**src/cuc_pkg.sv**
```systemverilog
// Shared constants and carrier types for the card unit cycle and fault control.
// Assumes a 100 MHz system clock; all times are turned into cycle counts here.
package cuc_pkg;
  // Timing, in microseconds as specified, and in 10 ns clock cycles
  localparam int unsigned CYC_PER_US = 100;
  localparam int unsigned FIRST_WIN_US = 140500;
  localparam int unsigned ROW_DL_US = 1500;
  localparam int unsigned ROW_PER_US = 12000;
  localparam int unsigned CARD_CYC_US = 300000;
  localparam int unsigned FIRST_WIN_CYC = FIRST_WIN_US * CYC_PER_US;
  localparam int unsigned ROW_DL_CYC = ROW_DL_US * CYC_PER_US;
  localparam int unsigned ROW_PER_CYC = ROW_PER_US * CYC_PER_US;
  localparam int unsigned CARD_CYC = CARD_CYC_US * CYC_PER_US;
  localparam logic [3:0] ROWS = 4'hc;
  localparam logic [1:0] GRP_XFERS = 2'h3;
  // Register byte offsets
  localparam logic [3:0] REG_CTRL = 4'h0;
  localparam logic [3:0] REG_STAT = 4'h4;
  localparam logic [3:0] REG_IRQ_ST = 4'h8;
  localparam logic [3:0] REG_IRQ_MSK = 4'hc;
  // Control fields and reset values
  localparam int unsigned CTRL_STANDBY_BIT = 0;
  localparam int unsigned CTRL_HOST_EN_BIT = 1;
  localparam logic [1:0] CTRL_RST = 2'h2;
  localparam logic [4:0] IRQ_MSK_RST = 5'h00;
  // Interrupt status bit positions
  localparam int unsigned IRQ_CYC_END = 0;
  localparam int unsigned IRQ_B_STOP = 1;
  localparam int unsigned IRQ_A_STOP = 2;
  localparam int unsigned IRQ_STOP = 3;
  localparam int unsigned IRQ_JAM = 4;

  typedef struct packed {
    logic start;
    logic stop;
    logic free_run;
    logic pick_read;
    logic read;
    logic pick_punch;
    logic punch;
  } cuc_fsel_t;

  // function_select_instr, outbound_transfer_instr, inbound_transfer_instr
  typedef struct packed {
    logic fsel_v;
    cuc_fsel_t fsel;
    logic out_v;
    logic [35:0] out_data;
    logic in_v;
  } cuc_host_req_t;

  typedef struct packed {
    logic start;
    logic clear;
    logic stop_btn;
    logic standby;
    logic pick_read;
    logic pick_punch;
  } cuc_panel_t;

  typedef struct packed {
    logic rd_hop_empty;
    logic pn_hop_empty;
    logic rd_stk_full;
    logic wr_stk_full;
    logic rd_card;
    logic pn_card;
    logic jam;
    logic overheat;
    logic motor_ok;
    logic [35:0] sense;
  } cuc_mech_t;

  typedef struct packed {
    logic stop;
    logic overheat;
    logic no_info;
    logic supply_loss_fault;
    logic no_rd_card;
    logic no_pn_card;
    logic jam;
  } cuc_lamp_t;

  typedef enum logic [1:0] {ST_IDLE, ST_RUN, ST_JAM} cuc_state_t;
endpackage

```
**src/cuc_card_unit.sv**
```systemverilog
// Card unit cycle sequencer with stop and fault handling, Avalon-MM registers.
// Assumes host strobes, panel controls and sensors are synchronous to i_clk_sys.
//
// Summary of operation
// - Start-only cycles advance cards until the last ones reach their stackers.
// - Short start press runs one cycle; holding start keeps cycling.
// - Pick switches with start held feed a card into that channel each cycle.
// - Standby or held stop button halts at cycle end; release resumes.
// - Clear with start drives the channel and bypasses the empty-hopper stop.
// - A host B stop lets the current card cycle finish before halting.
// - Overheat raises a host A stop and its lamp without stopping the cards.
// - Missing or late transfers raise a B stop and the no-information lamp.
// - Read due with no card in the reading station raises a B stop and lamp.
// - Punch due with no card under the die raises a B stop and lamp.
// - Loss of drive motor power lights the supply fault lamp.
// - Punch jam stops at once, drops voltages and lights the jam lamp.
// - Stacker full, hopper empty, stop, standby or jam stop and light stop lamp.
// - Every stop but a jam resumes without losing data.
// - Either empty hopper stops the unit, even the one not in use.
`timescale 1ns/1ps
`default_nettype none
module cuc_card_unit #(
  parameter int unsigned P_CARD_CYC = cuc_pkg::CARD_CYC,
  parameter int unsigned P_FIRST_WIN_CYC = cuc_pkg::FIRST_WIN_CYC,
  parameter int unsigned P_ROW_PER_CYC = cuc_pkg::ROW_PER_CYC,
  parameter int unsigned P_ROW_DL_CYC = cuc_pkg::ROW_DL_CYC
) (
  // Clock and reset
  input wire logic i_clk_sys,
  input wire logic i_rst,
  // Avalon-MM slave
  input wire logic [3:0] i_avs_address,
  input wire logic i_avs_read,
  input wire logic i_avs_write,
  input wire logic [31:0] i_avs_writedata,
  input wire logic [3:0] i_avs_byteenable,
  output logic [31:0] o_avs_readdata,
  output logic o_avs_waitrequest,
  output logic o_irq,
  // Host instructions and stops
  input wire cuc_pkg::cuc_host_req_t i_host,
  input wire logic i_host_ack,
  output logic [35:0] o_in_data,
  output logic o_stop_a,
  output logic o_stop_b,
  // Operator panel and mechanism
  input wire cuc_pkg::cuc_panel_t i_panel,
  input wire cuc_pkg::cuc_mech_t i_mech,
  output cuc_pkg::cuc_lamp_t o_lamp,
  output logic o_drive,
  output logic o_volt_en,
  output logic o_pick_read,
  output logic o_pick_punch,
  output logic [35:0] o_punch_data,
  output logic o_punch_stb
);
  cuc_pkg::cuc_state_t state_r;
  cuc_pkg::cuc_fsel_t fsel_r, cur_r;
  logic [31:0] cyc_r, row_tmr_r;
  logic [3:0] row_idx_r;
  logic [1:0] ow_r, ir_r;
  logic row_act_r, host_pend_r, man_pend_r, start_d_r, b_halt_r, oh_d_r;
  logic [1:0] ctrl_r;
  logic [4:0] irq_st_r, irq_msk_r;
  logic [31:0] rdata_nxt;
  logic [4:0] irq_ev, irq_clr;
  logic cyc_end, go, cyc_start, stop_cond, hop_stop, b_ev, noinfo_ev, nord_ev, nopn_ev;
  logic op_restart, wr_do, xfer_on, start_edge;
  logic [1:0] need_w, need_r;

  // Clear with start bypasses the empty-hopper stop; either hopper counts
  assign hop_stop = (i_mech.rd_hop_empty | i_mech.pn_hop_empty) & ~(i_panel.clear & i_panel.start);
  assign stop_cond = hop_stop | i_mech.rd_stk_full | i_mech.wr_stk_full | i_panel.stop_btn
                     | i_panel.standby | ctrl_r[cuc_pkg::CTRL_STANDBY_BIT] | i_mech.jam;
  assign cyc_end = (state_r == cuc_pkg::ST_RUN) && (cyc_r == 32'(P_CARD_CYC - 1));
  assign start_edge = i_panel.start & ~start_d_r;
  assign op_restart = start_edge && (state_r == cuc_pkg::ST_IDLE);
  // A new cycle only begins at a cycle boundary, so stops other than a jam act at cycle end
  assign go = ~stop_cond & ~b_halt_r & (host_pend_r | man_pend_r | i_panel.start);
  assign cyc_start = go && !i_mech.jam && ((state_r == cuc_pkg::ST_IDLE) || cyc_end);
  assign nord_ev = cyc_start && host_pend_r && fsel_r.read && !i_mech.rd_card;
  assign nopn_ev = cyc_start && host_pend_r && fsel_r.punch && !i_mech.pn_card;
  assign xfer_on = cur_r.read | cur_r.punch;
  assign need_w = cur_r.punch ? cuc_pkg::GRP_XFERS : 2'h0;
  assign need_r = cur_r.read ? cuc_pkg::GRP_XFERS : 2'h0;
  assign noinfo_ev = (state_r == cuc_pkg::ST_RUN) && xfer_on && row_act_r &&
                     (((row_tmr_r == 32'(P_ROW_DL_CYC - 1)) && (ow_r == 2'h0) && (ir_r == 2'h0)) ||
                      ((row_tmr_r == 32'(P_ROW_PER_CYC - 1)) && ((ow_r < need_w) || (ir_r < need_r))));
  assign b_ev = noinfo_ev | nord_ev | nopn_ev;

  // Card cycle sequencer
  always_ff @(posedge i_clk_sys or posedge i_rst) begin
    if (i_rst) begin
      state_r <= cuc_pkg::ST_IDLE;
      cyc_r <= 32'h0;
      cur_r <= '0;
      o_drive <= 1'b0;
      o_volt_en <= 1'b1;
      o_pick_read <= 1'b0;
      o_pick_punch <= 1'b0;
    end else begin
      case (state_r)
        cuc_pkg::ST_IDLE, cuc_pkg::ST_RUN: begin
          if (i_mech.jam) begin
            // Jam is not resumable: only a reset leaves this state
            state_r <= cuc_pkg::ST_JAM;
            o_drive <= 1'b0;
            o_volt_en <= 1'b0;
            o_pick_read <= 1'b0;
            o_pick_punch <= 1'b0;
          end else if (cyc_start) begin
            state_r <= cuc_pkg::ST_RUN;
            cyc_r <= 32'h0;
            o_drive <= 1'b1;
            if (host_pend_r) begin
              cur_r <= fsel_r;
              o_pick_read <= fsel_r.pick_read;
              o_pick_punch <= fsel_r.pick_punch;
            end else begin
              cur_r <= '{start: 1'b1, pick_read: i_panel.pick_read, pick_punch: i_panel.pick_punch, default: 1'b0};
              o_pick_read <= i_panel.pick_read;
              o_pick_punch <= i_panel.pick_punch;
            end
          end else if (cyc_end) begin
            state_r <= cuc_pkg::ST_IDLE;
            o_drive <= 1'b0;
            o_pick_read <= 1'b0;
            o_pick_punch <= 1'b0;
            cur_r <= '0;
          end else if (state_r == cuc_pkg::ST_RUN) begin
            cyc_r <= cyc_r + 32'h1;
          end
        end
        cuc_pkg::ST_JAM: begin
          o_drive <= 1'b0;
          o_volt_en <= 1'b0;
        end
        default: state_r <= cuc_pkg::ST_IDLE;
      endcase
    end
  end

  // Pending host selection and manual start
  always_ff @(posedge i_clk_sys or posedge i_rst) begin
    if (i_rst) begin
      fsel_r <= '0;
      host_pend_r <= 1'b0;
      man_pend_r <= 1'b0;
      start_d_r <= 1'b0;
    end else begin
      start_d_r <= i_panel.start;
      if (i_host.fsel_v && ctrl_r[cuc_pkg::CTRL_HOST_EN_BIT]) begin
        fsel_r <= i_host.fsel;
        host_pend_r <= i_host.fsel.start;
      end else if (cyc_start && !(fsel_r.free_run && !fsel_r.stop)) begin
        host_pend_r <= 1'b0;
      end
      // A short press is remembered so that it runs exactly one cycle;
      // a press that itself starts the cycle is used up at once
      if (start_edge && !cyc_start) begin
        man_pend_r <= 1'b1;
      end else if (cyc_start) begin
        man_pend_r <= 1'b0;
      end
    end
  end

  // Row points and transfer accounting
  always_ff @(posedge i_clk_sys or posedge i_rst) begin
    if (i_rst) begin
      row_act_r <= 1'b0;
      row_tmr_r <= 32'h0;
      row_idx_r <= 4'h0;
      ow_r <= 2'h0;
      ir_r <= 2'h0;
    end else if (cyc_start) begin
      row_act_r <= 1'b0;
      row_idx_r <= 4'h0;
      row_tmr_r <= 32'h0;
      ow_r <= 2'h0;
      ir_r <= 2'h0;
    end else if (state_r == cuc_pkg::ST_RUN) begin
      if (i_host.out_v && ow_r != cuc_pkg::GRP_XFERS) begin
        ow_r <= ow_r + 2'h1;
      end
      if (i_host.in_v && ir_r != cuc_pkg::GRP_XFERS) begin
        ir_r <= ir_r + 2'h1;
      end
      // First row point sits 1.5 ms before the 140.5 ms window closes
      if (!row_act_r && row_idx_r == 4'h0 && cyc_r == 32'(P_FIRST_WIN_CYC - P_ROW_DL_CYC - 1)) begin
        row_act_r <= 1'b1;
      end else if (row_act_r) begin
        if (row_tmr_r == 32'(P_ROW_PER_CYC - 1)) begin
          row_tmr_r <= 32'h0;
          ow_r <= {1'b0, i_host.out_v};
          ir_r <= {1'b0, i_host.in_v};
          if (row_idx_r == cuc_pkg::ROWS - 4'h1) begin
            row_act_r <= 1'b0;
          end else begin
            row_idx_r <= row_idx_r + 4'h1;
          end
        end else begin
          row_tmr_r <= row_tmr_r + 32'h1;
        end
      end
    end
  end

  // Data paths of the transfers
  always_ff @(posedge i_clk_sys or posedge i_rst) begin
    if (i_rst) begin
      o_punch_data <= 36'h0;
      o_punch_stb <= 1'b0;
      o_in_data <= 36'h0;
    end else begin
      o_punch_stb <= i_host.out_v && (state_r == cuc_pkg::ST_RUN) && cur_r.punch;
      if (i_host.out_v) begin
        o_punch_data <= i_host.out_data;
      end
      if (i_host.in_v) begin
        o_in_data <= i_mech.sense;
      end
    end
  end

  // Faults, lamps and host stops; a new event wins over a clear
  always_ff @(posedge i_clk_sys or posedge i_rst) begin
    if (i_rst) begin
      o_lamp <= '0;
      o_stop_a <= 1'b0;
      o_stop_b <= 1'b0;
      b_halt_r <= 1'b0;
      oh_d_r <= 1'b0;
    end else begin
      oh_d_r <= i_mech.overheat;
      o_lamp.stop <= stop_cond;
      o_lamp.overheat <= i_mech.overheat;
      o_lamp.supply_loss_fault <= ~i_mech.motor_ok;
      o_lamp.jam <= o_lamp.jam | i_mech.jam;
      o_lamp.no_info <= noinfo_ev | (o_lamp.no_info & ~op_restart);
      o_lamp.no_rd_card <= nord_ev | (o_lamp.no_rd_card & ~op_restart);
      o_lamp.no_pn_card <= nopn_ev | (o_lamp.no_pn_card & ~op_restart);
      b_halt_r <= b_ev | (b_halt_r & ~op_restart);
      o_stop_b <= b_ev | (o_stop_b & ~i_host_ack);
      o_stop_a <= (i_mech.overheat & ~oh_d_r) | (o_stop_a & ~i_host_ack);
    end
  end

  // Avalon-MM slave: one wait cycle, then the access completes
  assign wr_do = i_avs_write && !o_avs_waitrequest;
  always_comb begin
    rdata_nxt = 32'h0;
    case (i_avs_address)
      cuc_pkg::REG_CTRL: rdata_nxt = {30'h0, ctrl_r};
      cuc_pkg::REG_STAT: rdata_nxt = {16'h0, 1'b0, o_lamp, row_idx_r, 2'h0, state_r};
      cuc_pkg::REG_IRQ_ST: rdata_nxt = {27'h0, irq_st_r};
      cuc_pkg::REG_IRQ_MSK: rdata_nxt = {27'h0, irq_msk_r};
      default: rdata_nxt = 32'h0;
    endcase
  end

  always_ff @(posedge i_clk_sys or posedge i_rst) begin
    if (i_rst) begin
      o_avs_waitrequest <= 1'b1;
      o_avs_readdata <= 32'h0;
    end else if ((i_avs_read || i_avs_write) && o_avs_waitrequest) begin
      o_avs_waitrequest <= 1'b0;
      o_avs_readdata <= i_avs_read ? rdata_nxt : 32'h0;
    end else begin
      o_avs_waitrequest <= 1'b1;
    end
  end

  always_ff @(posedge i_clk_sys or posedge i_rst) begin
    if (i_rst) begin
      ctrl_r <= cuc_pkg::CTRL_RST;
      irq_msk_r <= cuc_pkg::IRQ_MSK_RST;
    end else if (wr_do && i_avs_byteenable[0]) begin
      if (i_avs_address == cuc_pkg::REG_CTRL) begin
        ctrl_r <= i_avs_writedata[1:0];
      end
      if (i_avs_address == cuc_pkg::REG_IRQ_MSK) begin
        irq_msk_r <= i_avs_writedata[4:0];
      end
    end
  end

  always_comb begin
    irq_ev = 5'h0;
    irq_ev[cuc_pkg::IRQ_CYC_END] = cyc_end;
    irq_ev[cuc_pkg::IRQ_B_STOP] = b_ev;
    irq_ev[cuc_pkg::IRQ_A_STOP] = i_mech.overheat & ~oh_d_r;
    irq_ev[cuc_pkg::IRQ_STOP] = stop_cond & ~o_lamp.stop;
    irq_ev[cuc_pkg::IRQ_JAM] = i_mech.jam & ~o_lamp.jam;
    irq_clr = (wr_do && i_avs_byteenable[0] && i_avs_address == cuc_pkg::REG_IRQ_ST) ? i_avs_writedata[4:0] : 5'h0;
  end

  always_ff @(posedge i_clk_sys or posedge i_rst) begin
    if (i_rst) begin
      irq_st_r <= 5'h0;
      o_irq <= 1'b0;
    end else begin
      irq_st_r <= irq_ev | (irq_st_r & ~irq_clr);
      o_irq <= |(irq_st_r & irq_msk_r);
    end
  end

  // Assertions
  property p_jam_stop;
    @(posedge i_clk_sys) disable iff (i_rst) i_mech.jam |=> !o_drive && !o_volt_en && o_lamp.jam;
  endproperty
  a_jam_stop: assert property (p_jam_stop) else $error("jam did not stop the unit");
  property p_overheat;
    @(posedge i_clk_sys) disable iff (i_rst) $rose(i_mech.overheat) |=> o_stop_a && o_lamp.overheat;
  endproperty
  a_overheat: assert property (p_overheat) else $error("overheat stop missing");
  property p_bstop_held;
    @(posedge i_clk_sys) disable iff (i_rst) o_stop_b && !i_host_ack |=> o_stop_b;
  endproperty
  a_bstop_held: assert property (p_bstop_held) else $error("B stop dropped before ack");
  property p_finish_cycle;
    @(posedge i_clk_sys) disable iff (i_rst)
      state_r == cuc_pkg::ST_RUN && !cyc_end && !i_mech.jam |=> state_r == cuc_pkg::ST_RUN && o_drive;
  endproperty
  a_finish_cycle: assert property (p_finish_cycle) else $error("halted mid cycle");
  property p_stop_lamp;
    @(posedge i_clk_sys) disable iff (i_rst) (i_panel.stop_btn || i_mech.rd_stk_full) |=> o_lamp.stop;
  endproperty
  a_stop_lamp: assert property (p_stop_lamp) else $error("stop lamp not lit");
  property p_stop_halts;
    @(posedge i_clk_sys) disable iff (i_rst) cyc_end && i_panel.standby |=> state_r != cuc_pkg::ST_RUN;
  endproperty
  a_stop_halts: assert property (p_stop_halts) else $error("standby did not halt");
  property p_noinfo;
    @(posedge i_clk_sys) disable iff (i_rst) noinfo_ev |=> o_lamp.no_info && o_stop_b && b_halt_r;
  endproperty
  a_noinfo: assert property (p_noinfo) else $error("no-information fault missing");
  property p_noreader;
    @(posedge i_clk_sys) disable iff (i_rst) nord_ev |=> o_lamp.no_rd_card ##1 o_stop_b || $past(i_host_ack);
  endproperty
  a_noreader: assert property (p_noreader) else $error("no reader card fault missing");
  property p_supply;
    @(posedge i_clk_sys) disable iff (i_rst) !i_mech.motor_ok |=> o_lamp.supply_loss_fault;
  endproperty
  a_supply: assert property (p_supply) else $error("supply lamp not lit");
  property p_hold_start;
    @(posedge i_clk_sys) disable iff (i_rst)
      cyc_end && i_panel.start && !stop_cond && !b_halt_r |=> state_r == cuc_pkg::ST_RUN && cyc_r == 32'h0;
  endproperty
  a_hold_start: assert property (p_hold_start) else $error("held start did not continue");
  property p_clear_bypass;
    @(posedge i_clk_sys) disable iff (i_rst)
      i_panel.clear && i_panel.start && !i_mech.rd_stk_full && !i_mech.wr_stk_full && !i_panel.stop_btn
      && !i_panel.standby && !i_mech.jam && !ctrl_r[0] |-> !stop_cond;
  endproperty
  a_clear_bypass: assert property (p_clear_bypass) else $error("clear did not bypass hopper stop");
  property p_single_press;
    @(posedge i_clk_sys) disable iff (i_rst) cyc_start |=> !man_pend_r;
  endproperty
  a_single_press: assert property (p_single_press) else $error("start press queued a second cycle");
  property p_jam_hold;
    @(posedge i_clk_sys) disable iff (i_rst)
      state_r == cuc_pkg::ST_JAM |=> state_r == cuc_pkg::ST_JAM && !o_volt_en && !o_drive;
  endproperty
  a_jam_hold: assert property (p_jam_hold) else $error("unit left the jam stop");
  c_run: cover property (@(posedge i_clk_sys) disable iff (i_rst) cyc_end ##1 state_r == cuc_pkg::ST_RUN);
  c_noinfo: cover property (@(posedge i_clk_sys) disable iff (i_rst) noinfo_ev);
  c_jam: cover property (@(posedge i_clk_sys) disable iff (i_rst) $rose(o_lamp.jam));
endmodule
`default_nettype wire

```
**config.mk**
```make
export PLATFORM = sky130hd
export DESIGN_NAME = cuc_card_unit
export DESIGN_NICKNAME = d
export VERILOG_FILES = /design/src/cuc_pkg.sv /design/src/cuc_card_unit.sv
export SDC_FILE = /design/constraint.sdc
export NUM_CORES = 1
export LEC_CHECK = 0
export ABC_AREA = 1
export BUFFER_PORTS_ARGS = -buffer_cell sky130_fd_sc_hd__buf_2
export CAP_MARGIN = 0
export CORE_MARGIN = 2
export CORE_UTILIZATION = 40
export CTS_CLUSTER_SIZE = 16
export DETAILED_ROUTE_END_ITERATION = 10
export PLACE_DENSITY = 0.6
export RECOVER_POWER = 50
export SKIP_LAST_GASP = 1
export SYNTH_ARGS = -nofsm -noshare
export SYNTH_HDL_FRONTEND = slang
export SYNTH_SLANG_ARGS = --single-unit
```
**constraint.sdc**
```tcl
create_clock -name i_clk_sys -period 17 [get_ports i_clk_sys]
set_input_delay 0 -clock i_clk_sys [delete_from_list [all_inputs] [get_ports i_clk_sys]]
set_output_delay 0 -clock i_clk_sys [all_outputs]
set_load 0.02 [all_outputs]
```
== Word-level counts from Yosys, hierarchy flattened ==
Index checks and enable logic that the tools add are counted.

* Add/sub/neg operators: 5
* $lt $le $gt $ge: 2
* Eq/ne operators: 17
* Multiplexer cells: 61
* Bitwise gates (word level): 49
* Reductions and logical operators: 66

{| class="wikitable"
|+ Operator list
! cell !! number
|-
| two-way mux 32 bit || 9
|-
| adder 32 x 1 -> 32 bit, second input constant || 2
|-
| one-hot mux 15 bit (4 select lines) || 1
|-
| two-way mux 2 bit || 17
|-
| == test 32 x 18 -> 1 bit, second input constant || 1
|-
| == test 32 x 21 -> 1 bit, second input constant || 1
|-
| == test 32 x 24 -> 1 bit, second input constant || 1
|-
| == test 32 x 25 -> 1 bit, second input constant || 1
|-
| logical AND 1 bit || 29
|-
| two-way mux 4 bit || 6
|-
| two-way mux 1 bit || 21
|-
| OR 1 bit || 19
|-
| AND 1 bit || 14
|-
| nonzero test 2 bit || 7
|-
| == test 4 bit, second input constant || 3
|-
| inverter 1 bit || 12
|-
| AND reduction 2 bit || 6
|-
| AND 5 bit || 2
|-
| != test 2 bit, second input constant || 5
|-
| two-way mux 3 bit || 3
|-
| zero test 1 bit || 8
|-
| zero test 4 bit || 2
|-
| zero test 2 bit || 3
|-
| AND reduction 3 bit || 2
|-
| 19 further kinds || 25
|}

* Flip-flop bits (word level): 219
* Input port bits: 142
* Output and inout bits: 120
* Logic and storage cells: 241

== Longest topological paths before layout ==
Gate-level depths: netlist of the first run.

* Depth after elaboration: 20
* Gate-level depth with buffers: 13
* Gate-level depth less buffers: 13

== Worst setup path before layout of the first run ==
Ideal clock, no wire load.

* Path type: flip-flop to flip-flop
* Start point: register cyc_r[0]
* End point: register o_drive
* Setup time: 0.130 ns
* Arrival: 1.635 ns
* Data required time: 16.870 ns
* Path slack: 15.235 ns
* Cell stages (with the launch flop): 14
* Buffers on the path: 1
* Clock period less this slack: 1.765 ns
* Path through: dfrtp_1 > ha_1 > nand2_1 > nor2_4 > nand2_2 > nor2_1 > nand3_2 > nand2_2 > nand2_4 > buf_6 > nand3_1 > nand2_1 > nand3_1 > nand2_1

* Word-level cells in the longest chain between the ends: 7
* Elaborated cells on any way between the ends: 9
* Those cells by class: eq/ne: 2; mux: 3; reduce/logical: 4

{| class="wikitable"
|+ Ends and longest elaborated chain
! element !! line !! RTL
|-
| start, declared || cuc_card_unit.sv:59 || <nowiki>logic [31:0] cyc_r, row_tmr_r;</nowiki>
|-
| start signal, assigned || cuc_card_unit.sv:131 || <nowiki>cyc_r <= cyc_r + 32'h1;</nowiki>
|-
| == test 32 x 25 -> 1 bit (*) || cuc_card_unit.sv:75 || <nowiki>assign cyc_end = (state_r == cuc_pkg::ST_RUN) && (cyc_r == 32'(P_CARD_CYC - 1));</nowiki>
|-
| logical AND 1 bit (*) || cuc_card_unit.sv:75 ||
|-
| logical OR 1 bit || cuc_card_unit.sv:80 || <nowiki>assign cyc_start = go && !i_mech.jam && ((state_r == cuc_pkg::ST_IDLE) || cyc_end);</nowiki>
|-
| logical AND 1 bit || cuc_card_unit.sv:80 ||
|-
| two-way mux 1 bit || cuc_card_unit.sv:111 || <nowiki>end else if (cyc_start) begin</nowiki>
|-
| two-way mux 1 bit || cuc_card_unit.sv:104 || <nowiki>if (i_mech.jam) begin</nowiki>
|-
| one-hot mux 1 bit (2 select lines) || cuc_card_unit.sv:102 || <nowiki>case (state_r)</nowiki>
|-
| end signal, assigned || cuc_card_unit.sv:97 || <nowiki>o_drive <= 1'b0;</nowiki>
|-
| end signal, assigned || cuc_card_unit.sv:107 || <nowiki>o_drive <= 1'b0;</nowiki>
|-
| end signal, assigned || cuc_card_unit.sv:114 || <nowiki>o_drive <= 1'b1;</nowiki>
|-
| end, declared || cuc_card_unit.sv:50 || <nowiki>output logic o_drive,</nowiki>
|}

Every way passes the cells marked *; elsewhere a longest branch is shown, timed or not.
A chain may end at the register's enable or synchronous reset.

==> metrics, run 1 <==
Syn Area/Cell=between 7 and 8 sq um; skew final=~0.021 ns; Congestion Overflow GR=0; register area=just over 0.005 sq mm; Die ar.=0.02749 sq mm; CP max stage cell=clkinvlp_2; PD cells=87.48 mW/mm^2; RSZ-0062 raised after global routing=no; final setup TNS=0 ns; max_cap viols=4; crit-path cells=dlygate4sd3_1 -> buf_2 -> clkinvlp_2 -> buf_4 -> buf_4; status=finished with violations; Worst path max stage delay=~2.2 ns; Clk pin slew, worst setup/hold paths=~0.050 ns; drt initial violations=~760; first-pass GRT wire length=50.67 mm; Hold Crit Class=input port to register; Slew Viols, Final=around 210; # rows=59; met1 usage=0.3017; register share of total power=0.450; mapped cell area=approximately 0.010 sq mm; worst-skew pair later-pin latency=0.53 ns; TritonCTS clock tree=done; DRT Pass-1 Iters=5; Bufs on Longest Clock Path=3; Sink Count=202; cells after synthesis=~1.4k; DR vias/cell=slightly below 5; library cells used by synthesis=40; Post-CTS Resized=0; Critical Path End Type=async pin; Root Driver=clkbuf_16; post-CTS setup buffer count=0; VDD IR max=around 0.06 mV; Post-synth EDFFs=0; met2 usage=0.3518; Pint=approximately 0.00088 W; slack of the critical path=13.08 ns; most common cell after layout, fill and taps aside=nand2_1; Initial Utilization=0.4042; Ports=around 260; CP startpoint kind=input port; Post-CTS Hold Buffers=109; CP delay by family, top=buffers and inverters; clock share of power=0.436; Tot Pwr=between 0.001 and 0.0015 W; Area Overhead vs Synth=28.79%; post-route ant nets=0; most frequent cells in the layout=476 x nand2_1, 199 x dfrtp_1, 149 x nor2_1; post-DP HPWL=20.69 mm; area of the multi-input gates=~0.0047 sq mm; CP Buf/Inv Count=5; layout cell share with drive strength beyond 1=0.1105; Seq/Total Area, Yosys=0.4830; switch share=0.2563; DR vias=between 10k and 15k; ant diodes=0; failing checks=max-capacitance violations, max-slew violations; busiest grt layer=met2; die height=roughly 170 microns; number of global-route vias before repair=between 10k and 15k; maximum clock frequency=between 200 and 300 MHz; final hold vios=0; RD Place Congestion=0.9107; Final nets=around 1.8k; Psw=approximately 0.00030 W; area of the core=0.02591 sq mm; met3 GRT Util=0.04600; antenna violations before repair=0; Setup CP Type=input port to async pin; fraction of registers with async set/reset=1.000; slew margin rel.=-1.623; post-layout utilization of the core=0.5206; Combinational Power Share=0.113; final WL=approximately 30 mm; Fill cells=roughly 2.5k; post-synthesis register bit count=about 200; actual slew at the worst max-slew pin=between 3 and 4 ns; Chip Width=165.8 microns; final worst path period need=between 3 and 4 ns; largest net degree at the start of global routing=90; LEAKAGE=between 6 and 7 nW; Worst EP required=17.56 ns; # port buffers=about 210; CP Max Fanout=89; Final Setup Violations=0; DRC=0; most used cell, CP=buf_4; arrival time at the worst endpoint=about 4.5 ns; dpl ws=around 14 ns; GR Util All Layers=0.2188; dominant synthesized flop cell=dfrtp_1; # H-tree levels=1; yosys warns=0; period utilisation layout=0.2309; WL per Instance=about 15 microns; CTS Buf Count=24
==> metrics by stage <==
step | instances | hold WS [ns] | instance area, sq um
2_1_floorplan | 1387 | 0.03143 | 10530
3_3_place_gp | 1885 | 0.1275 | 11750
3_5_place_dp | 1885 | 0.1397 | 11750
4_1_cts | 2036 | 0.0001708 | 13630
5_1_grt | 2036 | 0.06149 | 13490
6_report | 2036 | 0.02037 | 13490
==> power by group through the flow <==
stage	clock network, W	logic (W)	registers, W
after detailed placement	0	0.000117	0.000538
after floorplan	0	0.0000538	0.000556
final	0.000515	0.000134	0.000531
after global routing	0.000546	0.000149	0.000535
after global placement	0	0.000116	0.000537
after CTS	0.000529	0.000139	0.000530
==> final cells by class <==
cell class | count | area share
multi-input combinational | 1002 | 0.3465
inverter | 126 | 0.03515
clock buffer | 34 | 0.05102
timing repair buffer | 329 | 0.1534
sequential | 202 | 0.3750
tap | 335 | 0.03107
clock inverter | 8 | 0.007791
==> worst reg2reg max path, stage by stage (launching register included) <==
cell and delay [ns]:
dfrtp_1 0.41, nor2_1 0.09, nand3_1 0.07, dlygate4sd3_1 0.56, nor2_1 0.24, nand3_1 0.16, inv_1 0.12, nand2_4 0.41
nand2_4 0.53, inv_1 0.18, nand2_1 0.08, o21ai_0 0.08
==> Yosys cell counts (all sizes together), types with 2 or more instances <==
| library cell | number | area share |
|---|---|---|
| dfrtp | 199 | 0.48 |
| nor4 | 2 | 0.0012 |
| or2 | 3 | 0.0018 |
| a21oi | 9 | 0.0047 |
| ha | 10 | 0.012 |
| a221oi | 2 | 0.0017 |
| nor2 | 151 | 0.055 |
| mux2 | 5 | 0.0054 |
| nor3 | 50 | 0.024 |
| inv | 126 | 0.045 |
| xnor2 | 7 | 0.0059 |
| o21ai | 92 | 0.048 |
| a22o | 6 | 0.0050 |
| nor3b | 2 | 0.0014 |
| o2111ai | 3 | 0.0025 |
| nand4 | 43 | 0.027 |
| clkbuf | 13 | 0.0047 |
| buf | 44 | 0.027 |
| nand2 | 482 | 0.18 |
| nand3 | 81 | 0.039 |
| xor2 | 32 | 0.027 |
| dfstp | 3 | 0.0075 |
| mux2i | 2 | 0.0019 |
==> path summary, 6_finish.rpt <==
kind / from / end / slack, ns / cells past startpoint
max: i_rst / o_avs_readdata[1]$_DFFE_PP0P_ / 13.08 / 5
min: i_avs_address[1] / o_avs_readdata[4]$_DFFE_PP0P_ / 0.02 / 6
max reg2reg: ctrl_r[0]$_DFFE_PP0P_ / row_tmr_r[3]$_DFFE_PP0P_ / 13.95 / 11
min reg2reg: o_volt_en$_DFFE_PP1P_ / o_volt_en$_DFFE_PP1P_ / 0.44 / 2
max in group i_clk_sys: ctrl_r[0]$_DFFE_PP0P_ / row_tmr_r[3]$_DFFE_PP0P_ / 13.95 / 11
min in group asynchronous: i_rst / o_punch_data[30]$_DFFE_PP0P_ / 1.17 / 3
==> registers in the layout (all words and copies together), names as in the netlist, 4 cells and up <==
name and cells:
irq_st_r 5, o_in_data 36, o_lamp 6, row_tmr_r 32, cyc_r 32, irq_msk_r 5, row_idx_r 4, o_punch_data 36
o_avs_readdata 15, fsel_r 6
==> logic make-up after synthesis <==
group / count (synthesis) / synth area share
xor gates and xnor gates: 39 / 0.03261
buffers and inverters: 183 / 0.07645
AOI/OAI and AO/OA: 114 / 0.06272
and+or+nand+nor: 815 / 0.3256
adders and majority gates: 10 / 0.01195
muxes: 7 / 0.007287
other: 1 / 0.0003580
DFF: 202 / 0.4830
==> routing by layer <==
metal  up-vias  part of all wire
li1       4981                 -
met1      4664              0.45
met2       377              0.45
met3        59             0.074
met4         0             0.023
met5         -                 0
Power figures use the tool's default switching activity.
==> run 2, diff against run 1 <==
==> constraint.sdc (replaced) <==
create_clock -name i_clk_sys -period 4 [get_ports i_clk_sys]
set_input_delay 0 -clock i_clk_sys [delete_from_list [all_inputs] [get_ports i_clk_sys]]
set_output_delay 0 -clock i_clk_sys [all_outputs]
set_load 0.02 [all_outputs]
==> metrics, run 2 (synthesis results as in run 1) <==
status=finished with violations; failing checks=max-capacitance violations, max-slew violations; die height=165.8 microns (unchanged); skew final=0.02244 ns (+0.001641 ns); Setup CP Type=register to register; LEAKAGE=6.828 nW (+4.8%); WL per Instance=15.06 microns (+1.1%); largest net degree at the start of global routing=144 (+60%); slack of the critical path=0.8069 ns (-12.27 ns); Hold Crit Class=input port to register; Initial Utilization=0.4042 (unchanged); Root Driver=clkbuf_16; Chip Width=165.8 microns (unchanged); DRC=0 (unchanged); PD cells=373.0 mW/mm^2 (+330%); CP startpoint kind=register; # H-tree levels=1 (unchanged); final WL=30.68 mm (+1.2%); Final Setup Violations=0 (unchanged); CTS Buf Count=24 (unchanged); most common cell after layout, fill and taps aside=nand2_1; period utilisation layout=0.7983; crit-path cells=nor2_1 -> nand3_1 -> dlygate4sd3_1 -> nor2_1 -> nand3_1 -> a21oi_2 -> nand3_1 -> nand4_1 -> dlygate4sd3_1; post-DP HPWL=20.68 mm (about the same); CP Max Fanout=12 (-87%); Sink Count=202 (unchanged); CP max stage cell=dlygate4sd3_1; layout cell share with drive strength beyond 1=0.1686 (+0.05810); # rows=59 (unchanged); Fill cells=2467 (-0.40%); FF-to-FF path depth=9 (-2); register share of total power=0.444 (-0.006); maximum clock frequency=313.2 MHz; most frequent cells in the layout=476 x nand2_1, 205 x buf_2, 199 x dfrtp_1; Clk pin slew, worst setup/hold paths=0.06 ns (about the same); final worst path period need=~3.2 ns; DR vias=9970 (-1.1%); Slew Viols, Final=221 (+7.3%); worst-skew pair later-pin latency=0.53 ns (about the same); Bufs on Longest Clock Path=3 (unchanged); switch share=0.2546 (-0.001650); Final nets=1838 (+0.054%); Ports=262 (unchanged); final hold vios=0 (unchanged); Fin Hold WS=0.01221 ns (-0.008160 ns); area of the core=0.02591 sq mm (unchanged); actual slew at the worst max-slew pin=1.999 ns (-1.915 ns); # port buffers=214 (unchanged); TritonCTS clock tree=done; arrival time at the worst endpoint=3.65 ns (-0.83 ns); RR Startpoint=ctrl_r[0]$_DFFE_PP0P_; RD Place Congestion=0.8992 (-1.3%); DRT Pass-1 Iters=5 (unchanged); Critical Path End=b_halt_r$_DFF_PP0_; Psw=0.001294 W (+330%); Combinational Power Share=0.115 (+0.002); VDD IR max=0.3919 mV (+560%); Congestion Overflow GR=0 (unchanged); slew margin rel.=-0.3326 (+1.291); RR Endpoint=b_halt_r$_DFF_PP0_; RSZ-0062 raised after global routing=no; antenna violations before repair=0 (unchanged); area of the multi-input gates=0.004674 sq mm (unchanged); reg2reg setup slack=0.81 ns (-13.14 ns); most used cell, CP=nand3_1; number of global-route vias before repair=9917 (-1.3%); post-route ant nets=0 (unchanged); Top Registers=o_in_data: 36 flops, o_punch_data: 36 flops; Pint=0.003789 W (+330%); Area Overhead vs Synth=30.12%; Die ar.=0.02749 sq mm (unchanged); final setup TNS=0 ns (unchanged); Critical Path End Type=register; dpl ws=1.200 ns (-13.00 ns); Worst EP required=4.45 ns (-13.11 ns); drt initial violations=738 (-2.8%); post-CTS setup buffer count=0 (unchanged); register area=0.005059 sq mm (unchanged); Critical path origin=ctrl_r[0]$_DFFE_PP0P_; clock share of power=0.441 (+0.005); first-pass GRT wire length=50.38 mm (-0.56%); max_cap viols=4 (unchanged); DR vias/cell=4.894 (-1.1%); ant diodes=0 (unchanged); GR Util All Layers=0.2209 (+0.002137); Worst path max stage delay=0.56 ns (-1.59 ns)
## run 2: cell count changes in the layout (fill, tap and decap cells not counted), sizes merged
cell	change
buf	+96
clkinvlp	+2
bufinv	+1
clkbuf	-97
clkinv	-1
## run 2: per-layer routing
metal / track usage / wire [microns] / vias to the layer above / share of wire
met5: 0 / 0 / - / 0
met2: 0.3532 / 13670 / 354 / 0.45
met3: 0.04147 / 2104 / 56 / 0.069
met1: 0.3035 / 13960 / 4579 / 0.46
li1: - / - / 4981 / -
met4: 0.07448 / 936 / 0 / 0.031
## run 2: through the flow
step	instances	instance area, sq um	util	power (W)
floorplan	1387	10540	-	0.002591
global placement	1886	11770	0.4541	0.002779
detailed placement	1886	11770	0.4541	0.002788
global route	2037	13630	0.5260	0.005305
CTS	2037	13660	0.5273	0.005131
finish	2037	13630	0.5260	0.005083
## run 2: power by group through the flow
stage	Sequential (W)	Combinational [W]	Clock [W]
finish	0.00226	0.000586	0.00224
global route	0.00227	0.000646	0.00238
CTS	0.00225	0.000590	0.00229
detailed placement	0.00229	0.000501	0
global placement	0.00228	0.000495	0
floorplan	0.00236	0.000229	0
## run 2: area by class of cell
class / instances / area share
sequential: 202 / 0.3712
inverter: 126 / 0.03498
clock buffer: 32 / 0.04930
multi-input combinational: 1002 / 0.3430
timing repair buffer: 330 / 0.1609
tap: 335 / 0.03076
clock inverter: 10 / 0.009824
## run 2: worst min path at each step
stage                from                       to  cells past startpoint
6_report       i_host[45]  host_pend_r$_DFFE_PP0P_                      4
2_1_floorplan  i_mech[37]         oh_d_r$_DFF_PP0_                      0
4_1_cts        i_host[45]  host_pend_r$_DFFE_PP0P_                      4
5_1_grt        i_host[45]  host_pend_r$_DFFE_PP0P_                      4
3_3_place_gp   i_mech[37]         oh_d_r$_DFF_PP0_                      1
3_5_place_dp   i_mech[37]         oh_d_r$_DFF_PP0_                      1
## run 2: what timing repair did
action / CTS / global route
resized for setup: 0 / 0
endpoints found under the setup margin: 0 / 0
endpoints found under the hold margin: 318 / 0
hold buffers: 109 / 0
## run 2: worst max-delay path, delay by kind of cell (launching register included)
kind	cells	cell delay, ns
buffers and inverters	2	1.12
flip-flops	1	0.40
AND/OR/NAND/NOR	6	1.05
AO/OA/AOI/OAI	1	0.55
